<file path="src/epb_pkg.sv">
// Shared constants and types for the external port bus, both ends.
// Assumes a single 100 MHz clock shared by both ends.
package epb_pkg;
    localparam int ADDR_W  = 32;
    localparam int DATA_W  = 48;
    localparam int BANKS   = 4;
    // Bank and page decode bits (plain defaults)
    localparam int BANK_LO = 26;
    localparam int BANK_W  = 2;
    localparam int PAGE_LO = 8;
    localparam logic [BANK_W-1:0] BANK_DRAM = 2'h0;
    localparam logic [BANKS-1:0] SEL_IDLE = 4'hf;

    typedef enum logic [2:0] {
        EPB_FMT_W32,
        EPB_FMT_W40,
        EPB_FMT_W16,
        EPB_FMT_B8
    } epb_fmt_t;

    // Place a word onto the lanes its format uses
    function automatic logic [DATA_W-1:0] epb_pack(
        input epb_fmt_t f, input logic [39:0] v);
        logic [DATA_W-1:0] r;
        r = '0;
        case (f)
            EPB_FMT_W32: r[47:16] = v[31:0];
            EPB_FMT_W40: r[47:8]  = v[39:0];
            EPB_FMT_W16: r[31:16] = v[15:0];
            EPB_FMT_B8:  r[23:16] = v[7:0];
            default:     r = '0;
        endcase
        return r;
    endfunction

    function automatic logic [39:0] epb_unpack(
        input epb_fmt_t f, input logic [DATA_W-1:0] d);
        logic [39:0] r;
        r = '0;
        case (f)
            EPB_FMT_W32: r[31:0] = d[47:16];
            EPB_FMT_W40: r       = d[47:8];
            EPB_FMT_W16: r[15:0] = d[31:16];
            EPB_FMT_B8:  r[7:0]  = d[23:16];
            default:     r = '0;
        endcase
        return r;
    endfunction
endpackage

</file>
<file path="src/epb_if.sv">
// Pin bundle of the external port bus: one master end, one slave end.
// Low-active strobes; ack is open-drain style, resolved by the testbench.
`timescale 1ns/100ps
`default_nettype none
interface epb_if;
    import epb_pkg::*;
    logic [ADDR_W-1:0] addr;
    logic              addr_oe;
    logic [DATA_W-1:0] m_data;
    logic              m_data_oe;
    logic [DATA_W-1:0] s_data;
    logic              s_data_oe;
    logic [BANKS-1:0]  bank_chip_select_n;
    logic              rd_n;
    logic              wr_n;
    logic              early_store_select_n;
    logic              strobe_oe;
    logic              page;
    logic              ack_s_o;
    logic              ack_s_oe;
    logic              ack;

    modport master (
        output addr, addr_oe, m_data, m_data_oe, bank_chip_select_n,
        output rd_n, wr_n, early_store_select_n, strobe_oe, page,
        input  s_data, s_data_oe, ack
    );
    modport slave (
        input  addr, addr_oe, m_data, m_data_oe, rd_n, wr_n,
        input  early_store_select_n, strobe_oe,
        output s_data, s_data_oe, ack_s_o, ack_s_oe
    );
endinterface
`default_nettype wire

</file>
<file path="src/epb_master.sv">
// Bus-master end: runs one external read or write at a time.
// Assumes the ack pull-up lives outside this module; the ack keeper is inside it.
// Wait states come only from the ack pin; there is no wait generator.
`timescale 1ns/100ps
`default_nettype none
// Overview of operation
// 32-bit words use data lines 47-16
// 40-bit words use data lines 47-8
// 16-bit words use data lines 31-16
// Boot bytes arrive on data lines 23-16
// One low-active chip select per bank
// Selects decoded, switch with address
// Selects idle unless access; conditional still selects
// Page flag on DRAM page crossing
// Page flag only for bank 0
// Read strobe low on master reads
// Outside master strobes to reach memory
// Write strobe low on master writes
// Only bus master drives strobes
// Early store select with address, abortable
// Slave classifies access by store select
// Host asserts store select on sync writes
// Low ack holds off access completion
// Slave pulls ack low for waits
// Master keeps last ack level
// Slave accepts address from outside master
// Master drives address for remote access
// Asynchronous inputs synchronised before use; the slave uses the bus inputs directly, with no resync
// Each low ack sample adds a cycle
module epb_master
    import epb_pkg::*;
(
    // Clock and reset
    input  wire logic              clk_i,
    input  wire logic              sys_rst_i,
    // Request from core
    input  wire logic              req_valid_i,
    output logic                   req_ready_o,
    input  wire logic              req_write_i,
    input  wire logic              req_cond_true_i,
    input  wire epb_fmt_t          req_fmt_i,
    input  wire logic [ADDR_W-1:0] req_addr_i,
    input  wire logic [39:0]       req_wdata_i,
    input  wire logic              is_master_i,
    // Completion
    output logic                   done_o,
    output logic [39:0]            rdata_o,
    // Bus pins
    epb_if.master                  bus
);
    typedef enum logic [1:0] {EPB_IDLE, EPB_ADDR, EPB_STROBE} epb_st_t;

    typedef struct packed {
        epb_st_t           st;
        logic [ADDR_W-1:0] addr;
        logic              write;
        logic              cond;
        epb_fmt_t          fmt;
        logic [DATA_W-1:0] wdata;
        logic [BANKS-1:0]  sel_n;
        logic              page;
        logic              pg_valid;
        logic [ADDR_W-1:0] last_page;
        logic              ack_keep;
        logic              done;
        logic [39:0]       rdata;
    } epb_mst_t;

    epb_mst_t         s_q;
    epb_mst_t         s_d;
    logic             ack_eff;
    logic [BANKS-1:0] req_sel_n;
    logic             rd_n_c;
    logic             wr_n_c;
    logic             early_n_c;
    logic             wdata_oe_c;

    // Bank field of an address
    function automatic logic [BANK_W-1:0] bank_of(
        input logic [ADDR_W-1:0] a);
        return a[BANK_LO+:BANK_W];
    endfunction

    // DRAM may sit in one bank only, so the page flag is gated by it
    function automatic logic in_dram(input logic [ADDR_W-1:0] a);
        return bank_of(a) == BANK_DRAM;
    endfunction

    // Same DRAM page means equal bits from PAGE_LO upwards
    function automatic logic same_page(
        input logic [ADDR_W-1:0] a,
        input logic [ADDR_W-1:0] b);
        return a[ADDR_W-1:PAGE_LO] == b[ADDR_W-1:PAGE_LO];
    endfunction

    // One compare per bank keeps every select line on the same timing
    for (genvar b = 0; b < BANKS; b++)
    begin : g_bank_sel
        assign req_sel_n[b] = (bank_of(req_addr_i) != BANK_W'(b));
    end

    // Keeper: hold last level when ack is undriven (x/z) outside
    assign ack_eff = (bus.ack === 1'b0) ? 1'b0 :
                     (bus.ack === 1'b1) ? 1'b1 : s_q.ack_keep;

    always_comb
    begin
        s_d          = s_q;
        s_d.done     = 1'b0;
        s_d.ack_keep = ack_eff;
        case (s_q.st)
            EPB_IDLE:
            begin
                s_d.sel_n = SEL_IDLE;
                s_d.page  = 1'b0;
                if (req_valid_i && is_master_i)
                begin
                    s_d.st    = EPB_ADDR;
                    s_d.addr  = req_addr_i;
                    s_d.write = req_write_i;
                    s_d.cond  = req_cond_true_i;
                    s_d.fmt   = req_fmt_i;
                    s_d.wdata = epb_pack(req_fmt_i, req_wdata_i);
                    // Selects go active even for a false condition
                    s_d.sel_n = req_sel_n;
                    s_d.page  = in_dram(req_addr_i) && s_q.pg_valid &&
                        !same_page(req_addr_i, s_q.last_page);
                    if (in_dram(req_addr_i))
                    begin
                        s_d.pg_valid  = 1'b1;
                        s_d.last_page = req_addr_i;
                    end
                end
            end
            EPB_ADDR:
            begin
                // A false condition abandons the cycle before the strobe
                s_d.st = s_q.cond ? EPB_STROBE : EPB_IDLE;
                s_d.done = !s_q.cond;
                if (!s_q.cond)
                    s_d.sel_n = SEL_IDLE;
            end
            EPB_STROBE:
            begin
                if (ack_eff)
                begin
                    s_d.st    = EPB_IDLE;
                    s_d.done  = 1'b1;
                    s_d.sel_n = SEL_IDLE;
                    s_d.page  = 1'b0;
                    if (!s_q.write)
                        s_d.rdata = epb_unpack(s_q.fmt, bus.s_data);
                end
            end
            default: s_d.st = EPB_IDLE;
        endcase
    end

    always_ff @(posedge clk_i)
    begin
        if (sys_rst_i)
        begin
            s_q          <= '0;
            s_q.st       <= EPB_IDLE;
            s_q.sel_n    <= SEL_IDLE;
            s_q.ack_keep <= 1'b1;
        end
        else
            s_q <= s_d;
    end

    assign req_ready_o = (s_q.st == EPB_IDLE) && is_master_i;
    assign done_o      = s_q.done;
    assign rdata_o     = s_q.rdata;

    assign bus.addr               = s_q.addr;
    assign bus.addr_oe            = is_master_i;
    assign bus.bank_chip_select_n = s_q.sel_n;
    assign bus.page               = s_q.page;
    assign bus.strobe_oe          = is_master_i;

    // Strobes come straight from state: low from the cycle after the
    // address phase up to the edge at which ack is seen high
    always_comb
    begin
        rd_n_c     = 1'b1;
        wr_n_c     = 1'b1;
        early_n_c  = 1'b1;
        wdata_oe_c = 1'b0;
        // Warning stands with the address; an abort drops it unanswered
        if ((s_q.st != EPB_IDLE) && s_q.write)
            early_n_c = 1'b0;
        if (s_q.st == EPB_STROBE)
        begin
            if (s_q.write)
            begin
                wr_n_c     = 1'b0;
                wdata_oe_c = is_master_i;
            end
            else
                rd_n_c = 1'b0;
        end
    end

    assign bus.early_store_select_n = early_n_c;
    assign bus.rd_n                 = rd_n_c;
    assign bus.wr_n                 = wr_n_c;
    assign bus.m_data               = s_q.wdata;
    assign bus.m_data_oe            = wdata_oe_c;
endmodule
`default_nettype wire

</file>
<file path="src/flat_wrapper.sv">
// flat-port wrapper written by rule: the top's interface ports become plain ports
module epb_master_flat import epb_pkg::*;
  (clk_i, sys_rst_i, req_valid_i, req_ready_o, req_write_i, req_cond_true_i, req_fmt_i, req_addr_i, req_wdata_i, is_master_i, done_o, rdata_o, bus_addr, bus_addr_oe, bus_m_data, bus_m_data_oe, bus_bank_chip_select_n, bus_rd_n, bus_wr_n, bus_early_store_select_n, bus_strobe_oe, bus_page, bus_s_data, bus_s_data_oe, bus_ack);
  epb_if bus_i ();
  input  wire logic clk_i;
  input  wire logic sys_rst_i;
  input  wire logic req_valid_i;
  output logic req_ready_o;
  input  wire logic req_write_i;
  input  wire logic req_cond_true_i;
  input  wire epb_fmt_t req_fmt_i;
  input  wire logic [ADDR_W-1:0] req_addr_i;
  input  wire logic [39:0] req_wdata_i;
  input  wire logic is_master_i;
  output logic done_o;
  output logic [39:0] rdata_o;
  output wire logic [$bits(bus_i.addr)-1:0] bus_addr;
  output wire logic [$bits(bus_i.addr_oe)-1:0] bus_addr_oe;
  output wire logic [$bits(bus_i.m_data)-1:0] bus_m_data;
  output wire logic [$bits(bus_i.m_data_oe)-1:0] bus_m_data_oe;
  output wire logic [$bits(bus_i.bank_chip_select_n)-1:0] bus_bank_chip_select_n;
  output wire logic [$bits(bus_i.rd_n)-1:0] bus_rd_n;
  output wire logic [$bits(bus_i.wr_n)-1:0] bus_wr_n;
  output wire logic [$bits(bus_i.early_store_select_n)-1:0] bus_early_store_select_n;
  output wire logic [$bits(bus_i.strobe_oe)-1:0] bus_strobe_oe;
  output wire logic [$bits(bus_i.page)-1:0] bus_page;
  input wire logic [$bits(bus_i.s_data)-1:0] bus_s_data;
  input wire logic [$bits(bus_i.s_data_oe)-1:0] bus_s_data_oe;
  input wire logic [$bits(bus_i.ack)-1:0] bus_ack;
  assign bus_addr = bus_i.addr;
  assign bus_addr_oe = bus_i.addr_oe;
  assign bus_m_data = bus_i.m_data;
  assign bus_m_data_oe = bus_i.m_data_oe;
  assign bus_bank_chip_select_n = bus_i.bank_chip_select_n;
  assign bus_rd_n = bus_i.rd_n;
  assign bus_wr_n = bus_i.wr_n;
  assign bus_early_store_select_n = bus_i.early_store_select_n;
  assign bus_strobe_oe = bus_i.strobe_oe;
  assign bus_page = bus_i.page;
  assign bus_i.s_data = bus_s_data;
  assign bus_i.s_data_oe = bus_s_data_oe;
  assign bus_i.ack = bus_ack;
  epb_master u_core (.clk_i(clk_i), .sys_rst_i(sys_rst_i), .req_valid_i(req_valid_i), .req_ready_o(req_ready_o), .req_write_i(req_write_i), .req_cond_true_i(req_cond_true_i), .req_fmt_i(req_fmt_i), .req_addr_i(req_addr_i), .req_wdata_i(req_wdata_i), .is_master_i(is_master_i), .done_o(done_o), .rdata_o(rdata_o), .bus(bus_i));
endmodule
</file>
<file path="config.mk">
export PLATFORM = sky130hd
export DESIGN_NAME = epb_master_flat
export DESIGN_NICKNAME = d
export VERILOG_FILES = /design/src/epb_pkg.sv /design/src/epb_if.sv /design/src/epb_master.sv /design/src/flat_wrapper.sv
export SDC_FILE = /design/constraint.sdc
export NUM_CORES = 1
export LEC_CHECK = 0
export ABC_AREA = 0
export BUFFER_PORTS_ARGS = -buffer_cell sky130_fd_sc_hd__buf_2
export CORE_MARGIN = 5
export CORE_UTILIZATION = 35
export DETAILED_ROUTE_END_ITERATION = 7
export HOLD_SLACK_MARGIN = 0.12
export PLACE_DENSITY_LB_ADDON = 0.12
export SKIP_LAST_GASP = 1
export SYNTH_ARGS = -nofsm -noshare
export SYNTH_HDL_FRONTEND = slang
export SYNTH_SLANG_ARGS = --single-unit
</file>
<file path="constraint.sdc">
create_clock -name clk_i -period 1.5 [get_ports clk_i]
set_input_delay 0.3 -clock clk_i [delete_from_list [all_inputs] [get_ports clk_i]]
set_output_delay 0.3 -clock clk_i [all_outputs]
set_load 0.02 [all_outputs]
</file>
* After elaboration in Yosys (flattened, before gate mapping)
Cells that the tools add are included.
Word-level totals: bits in registers 159, output and inout bits 133, word-level logic and storage cells 85
Cells by class: equal/unequal tests 17, multiplexer cells 29, bitwise logic cells 1, reduce and logical (&&, ||, !) cells 25
Operator list (count):
- 125-bit 2-to-1 mux | 1
- 16-bit case mux with 2 select lines | 2
- 8-bit case mux with 2 select lines | 4
- 41-bit 2-to-1 mux | 1
- 40-bit 2-to-1 mux | 1
- 33-bit 2-to-1 mux | 1
- 24-bit equality test | 1
- 8-bit 2-to-1 mux | 2
- 3-bit by 2-bit equality test with 1-bit output (second input constant) | 4
- 4-bit case mux with 3 select lines | 1
- 1-bit 2-to-1 mux | 9
- 3-bit AND reduction | 3
- 3-bit by 1-bit equality test with 1-bit output (second input constant) | 2
- 3-bit logical NOT | 2
- 2-bit by 1-bit != test with 1-bit output (second input constant) | 3
- 2-bit != test (second input constant) | 3
- 2-bit case mux with 3 select lines | 1
- 2-bit AND reduction | 3
- 2-bit nonzero test | 3
- 3-bit OR reduction | 2
- 1-bit logical AND | 5
- 5-bit 2-to-1 mux | 1
- 2-bit logical NOT | 2
- 2-bit 2-to-1 mux | 2
- 9 further kinds | 13

* Logic depth before layout (Yosys ltp)
Gate-level depths: netlist (run 1).
depth after elaboration 6, depth in mapped cells 8, depth with buffers taken out 6

* Worst setup path before layout (run 1)
OpenSTA, ideal clock, no wires.
kind register to register, from reg u_core.s_q[165] (netlist name), to reg u_core.s_q (netlist bit u_core.bus.m_data[10]), library setup time 0.128 ns, data arrival time 1.444 ns, data required time 1.372 ns, path slack -0.071 ns, cell stages (with the launch flop) 9, path buffers 2, clock period less this slack 1.571 ns, cells stage by stage dfxtp_1 -> inv_1 -> ha_1 -> and3_1 -> buf_2 -> and2_1 -> buf_2 -> a22oi_1 -> nor2_1
On the way: cells in the longest elaborated chain, start to end 2
RTL lines:
- start, declared | RTL line epb_master.sv:69 | epb_mst_t s_q;
- 2-bit logical NOT | RTL line epb_master.sv:111 | case (s_q.st)
- 2-bit AND reduction (no source line)
No other way between the ends. A chain may end at the register's enable or synchronous reset.

* Worst setup path after layout (run 1)
from reg u_core.s_q[165] (netlist name), to out bus_m_data_oe
On the way: cells in the longest elaborated chain, start to end 2
RTL lines:
- 2-bit equality test | RTL line epb_master.sv:193 | if (s_q.st == EPB_STROBE)
- 1-bit 2-to-1 mux | RTL line epb_master.sv:193
- end, declared | RTL line flat_wrapper.sv:20 | output wire logic [$bits(bus_i.m_data_oe)-1:0] bus_m_data_oe;
No other way between the ends.

==> results of run 1 <==
## metrics by stage
step | std cells | utilization [%] | hold WS [ps]
finish | 1295 | 49.5 | 145
global route | 1295 | 49.5 | 122
CTS | 1266 | 43.9 | 120
detailed placement | 1218 | 39.7 | 443
global placement | 1218 | 39.7 | 440
floorplan | 837 | - | 436
## Yosys cell counts, types with 2 or more instances
cell type / count
a21oi_1: 60
a221oi_1: 32
a22o_1: 16
a22oi_1: 44
a22oi_2: 4
and2_1: 2
and3_1: 4
and4_1: 2
and4b_1: 2
buf_2: 24
buf_4: 127
buf_6: 4
buf_8: 2
clkbuf_1: 21
dfxtp_1: 150
ha_1: 4
inv_1: 5
mux2_2: 13
mux2_4: 4
nand2_1: 123
nand2b_1: 3
nand4_1: 2
nor2_1: 94
nor2_2: 2
nor2b_2: 2
nor3_1: 34
nor3_2: 2
nor3b_1: 2
nor3b_4: 3
nor4_1: 3
o21bai_1: 4
xnor2_1: 11
xor2_1: 13
## power breakdown
group	leakage, nW	total (W)	internal, W	switching [W]
clock	0.288	0.00438	0.00257	0.00182
combinational	2.94	0.00149	0.000672	0.000823
sequential	1.22	0.00416	0.00409	0.0000617
## how the worst max path moves through the flow
stage	to	slack [ps]	cells after the start
2_1_floorplan	u_core.bus.bank_chip_select_n[1]	40	6
3_3_place_gp	u_core.bus.m_data[45]	-220	4
3_5_place_dp	u_core.bus.m_data[45]	-230	4
4_1_cts	bus_m_data_oe	-210	5
5_1_grt	u_core.s_q[58]	-240	10
6_report	bus_m_data_oe	-190	5
## cell families (layout without fill, tap and decap cells)
| kind of cell | after synthesis | after routing | share of synthesized area [%] |
|---|---|---|---|
| AO/OA/AOI/OAI | 163 | 163 | 16.0 |
| XOR/XNOR | 24 | 24 | 2.93 |
| adder cells (fa/ha/maj) | 4 | 4 | 0.697 |
| buffers and inverters | 183 | 370 | 17.3 |
| flip-flops | 150 | 150 | 41.8 |
| multiplexers | 17 | 17 | 2.87 |
| other | 1 | 9 | 0.0522 |
| AND/OR/NAND/NOR | 288 | 288 | 18.3 |
## final cells by class
cell class              instances  area (µm²)
fillers                      1998       10200
multi-input cells             504        3590
flip-flops and latches        150        3010
repair buffers                333        2460
clock buffers                  20         457
well taps                     270         338
clock inverters                12         141
inverters                       5        21.3
diodes                          1        2.50
## critical path, cell delays in order (launching register included)
cell and delay [ps]:
dfxtp_2 340, inv_2 60, ha_4 160, buf_6 110
and3_4 170, buf_6 130
## sequential cells by signal, indices dropped and copies added (netlist names)
register                       cells
u_core.bus.bank_chip_select_n      4
u_core.done_o                      1
u_core.rdata_o                    40
u_core.bus.addr                   32
u_core.s_q                        32
u_core.bus.page                    1
u_core.bus.m_data                 40
## what timing repair did
action                                  in CTS  in global routing
hold buffers                                13                  0
cloned                                       0                 15
hold endpoints to repair                    13                  0
endpoints found under the setup margin      58                129
pin swaps                                    3                 72
setup buffers                                3                 13
gates resized for setup                     28                170
## per-layer routing
metal  share of wire, %  vias up  track usage, %
met3                5.8       24            5.71
met2                 52      181            30.3
li1                   -     3082               -
met5                  0        -               0
met4                1.5        0            4.37
met1                 41     3007            20.7
==> flow_metrics.py, run 1 <==
metrics = {
    "clock_network": {
        "tritoncts": "built",
        "path_clk_slew_ps": 70,
        "cts_root_buf": "clkbuf_16",
        "insertion_delay_ps": 420,
        "cts_sinks": 150,
        "cts_buffers": 17,
        "htree_levels": 4,
        "clockBufferDepth": 2,
    },
    "routing": {
        "ant_nets": 0,
        "drtIter0Drc": 240,
        "drtPass1Iterations": 4,
        "via_per_inst": 4.86,
        "via_count": 6294,
        "drc": 0,
        "wire_per_inst_um": 17.8,
        "wirelength_um": 23000,
    },
    "sta": {
        "fin_crit_ps": 1690,
        "worst_slew_pin_slew_ps": 931,
        "setup_viol": 61,
        "relSlewSlack_pct": 37.7,
        "slew_violations": 0,
        "setup_ws_ps": -186,
        "setup_tns_ps": -4750,
        "finalCritPeriodShare_pct": 112,
        "finalHoldViolations": 0,
        "max_freq_mhz": 593,
        "rsz0062_at_grt": "true",
        "clock-skew-final_ps": 9.88,
    },
    "placement": {
        "hpwl_um": 15500,
        "place_area_mm2": 0.00803,
        "portBuffers": 246,
        "gp_congestion": 0.772,
        "pre_cts_ws_ps": -226,
    },
    "power": {
        "p_per_area_mw_per_mm2": 1000,
        "max-vdd-ir-drop_v": 0.000737,
        "total_leakage_power_nw": 4.45,
        "p_total_w": 0.0100,
    },
    "run_status": {
        "violations": "setup timing",
        "status": "finished with violations",
    },
    "critical_path": {
        "r2r_start": "u_core.s_q[166]",
        "cp-start-kind": "register",
        "reg2reg_to": "u_core.s_q[72]",
        "reg2reg_slack_ps": -150,
        "ff2ff_path_depth": 10,
        "crit_type": "register to primary output",
        "crit_required_ps": 1200,
        "critPathCaptureType": "primary output",
        "crit_arrival_ps": 1390,
        "crit_start": "u_core.s_q[165]",
        "crit_fanout": 3,
    },
    "die": {
        "rows": 52,
        "io_pins": 264,
        "die_y_um": 153,
        "initial_utilization_pct": 35.5,
        "die-area_mm2": 0.0235,
        "die_x_um": 153,
        "core_mm2": 0.0202,
    },
    "global_routing": {
        "grt-ovfl-total": 0,
        "grt_pass1_vias": 6047,
        "track_usage_pct": 17.4,
        "antenna_found_initial": 1,
        "grt_pass1_wl_um": 33000,
        "grt_max_degree": 68,
    },
    "yosys": {
        "ys.flop_type": "dfxtp_1",
        "synth_warnings": 0,
        "ys_seq_area_share_pct": 41.8,
        "synth_area_leaders": "dfxtp_1 42%, buf_4 13%, nand2_1 6.4%",
        "syn_inst": 830,
        "synth_top_area_cell": "dfxtp_1",
        "syn_avg_cell_area_um2": 8.66,
        "ys_types": 45,
        "synth-edff-count": 0,
        "async_reset_ff_share_pct": 0,
        "ys_seq_elements": 150,
        "synth_top_area_share_pct": 41.8,
        "syn_area_mm2": 0.00719,
    },
    "layout": {
        "final_cell_mix": "240 x buf_2, 146 x dfxtp_1, 99 x nand2_1",
        "drive_gt1_share_pct": 49.1,
        "stdcell_area_mm2": 0.0100,
        "nets": 1146,
        "area_delta_synth_final_pct": 39.4,
        "final_common_cell": "buf_2",
    },
    "hold_path": {
        "hold_start": "bus_s_data[43]",
        "whs_path_depth": 3,
        "min_to": "u_core.rdata_o[35]",
        "worstHoldPathType": "input pin to register",
    },
    "job": {
        "cap_violations": 0,
    },
}
Note: power is estimated with default switching activity, not from simulation.
==> inputs of run 2 (changes only) <==
clock period = 1.97 ns   (was 1.5 ns; I/O delays follow)
==> run 2 against run 1 <==
  * The run now ends clean
  * Core utilization down 8.0 points
  * Count of clock-buffer cells in the layout up 1
  * Die area unchanged
  * Critical endpoint unchanged
  * Largest cell class is now flip-flops and latches
==> flow_metrics.py, run 2 (synthesis gave the netlist of run 1 again) <==
metrics = {
    "die": {
        "die-area_mm2": 0.0235,
        "die_y_um": 153,
        "die_x_um": 153,
        "initial_utilization_pct": 35.5,
        "core_mm2": 0.0202,
        "rows": 52,
        "io_pins": 264,
    },
    "routing": {
        "drtIter0Drc": 228,
        "wirelength_um": 20300,
        "ant_nets": 0,
        "drc": 0,
        "via_count": 5841,
        "drtPass1Iterations": 5,
        "wire_per_inst_um": 16.5,
        "via_per_inst": 4.73,
    },
    "sta": {
        "setup_tns_ps": 0,
        "rsz0062_at_grt": "false",
        "finalHoldViolations": 0,
        "setup_viol": 0,
        "fin_crit_ps": 1870,
        "slew_violations": 0,
        "relSlewSlack_pct": 35.8,
        "setup_ws_ps": 95.1,
        "clock-skew-final_ps": 8.51,
        "worst_slew_pin_slew_ps": 957,
        "max_freq_mhz": 533,
        "finalCritPeriodShare_pct": 95.2,
    },
    "clock_network": {
        "tritoncts": "built",
        "cts_buffers": 17,
        "cts_root_buf": "clkbuf_16",
        "hold_buffers": 0,
        "cts-resized-gates": 1,
        "clockBufferDepth": 2,
        "cts_sinks": 150,
        "insertion_delay_ps": 410,
        "path_clk_slew_ps": 60,
        "post_cts_buffers": 0,
        "htree_levels": 4,
    },
    "critical_path": {
        "crit_type": "register to primary output",
        "crit_path_max_incr_delay_ps": 390,
        "timing.critical_path.buf_inv": 2,
        "crit_arrival_ps": 1480,
        "critPathSlowestCell": "dfxtp_1",
        "cp-start-kind": "register",
        "crit_path_cell_trace": "inv_1 > ha_2 > and3_1 > buf_2",
        "crit_required_ps": 1580,
        "r2r_start": "u_core.s_q[129]",
        "critPathCaptureType": "primary output",
        "crit_start": "u_core.s_q[165]",
        "critPathTopFamily": "flip-flops",
        "crit_fanout": 7,
    },
    "layout": {
        "final_cells": 1234,
        "drive_gt1_share_pct": 35.2,
        "nets": 1084,
        "utilization_pct": 41.5,
        "final_cell_mix": "245 x buf_2, 150 x dfxtp_1, 123 x nand2_1",
        "area_delta_synth_final_pct": 16.7,
        "final_common_cell": "buf_2",
    },
    "placement": {
        "hpwl_um": 15000,
        "pre_cts_ws_ps": 143,
        "gp_congestion": 0.793,
        "post-place-cells": 1200,
        "portBuffers": 246,
    },
    "job": {
        "cap_violations": 0,
    },
    "global_routing": {
        "grt_pass1_wl_um": 31400,
        "antenna_found_initial": 1,
        "grt-ovfl-total": 0,
        "grt_pass1_vias": 5659,
        "grt_max_degree": 72,
        "track_usage_pct": 16.6,
    },
    "hold_path": {
        "worstHoldPathType": "input pin to register",
        "hold_start": "req_addr_i[5]",
    },
    "power": {
        "p_total_w": 0.00713,
        "total_leakage_power_nw": 3.68,
        "p_per_area_mw_per_mm2": 850,
        "max-vdd-ir-drop_v": 0.000543,
    },
    "run_status": {
        "status": "complete, no violations",
    },
}
==> run 2: area by class of cell <==
type	instances	area, µm²
Fill cell	2129	11800
Sequential cell	150	3000
Multi-Input combinational cell	504	2980
Timing Repair Buffer	271	1470
Clock buffer	21	470
Tap cell	270	338
Clock inverter	11	100
Inverter	5	18.8
Antenna cell	2	5.00
==> run 2: through the flow <==
stage	cell area [µm²]	hold WS (ps)
2_1_floorplan	7210	437
3_3_place_gp	7800	440
3_5_place_dp	7800	444
4_1_cts	8380	192
5_1_grt	8390	200
6_report	8390	214
==> run 2: final timing paths <==
kind	end	slack, ps	depth (start not counted)
hold reg to reg	u_core.bus.addr[24]	450	2
setup / recovery	bus_m_data_oe	100	4
hold / removal	u_core.bus.addr[5]	210	3
setup reg to reg	u_core.rdata_o[27]	260	3
==> run 2: worst register-to-register path: cells and delay by family, from the launching register on <==
kind / cells / cell delay [ps]
compound gates: 1 / 300
simple gates: 2 / 970
flops: 1 / 370
==> run 2: where the power goes <==
part           leakage [nW]  internal [W]  switching [W]  total [W]
combinational          2.20      0.000323       0.000504   0.000827
clock                 0.268       0.00184        0.00130    0.00314
sequential             1.22       0.00312      0.0000470    0.00317
==> run 2: per-layer routing <==
metal	routed length (µm)	GRT usage (%)	vias to the layer above
li1	-	-	2955
met4	201	4.37	0
met2	10300	28.3	154
met5	0	0	-
met1	8480	20.4	2721
met3	1310	4.81	11
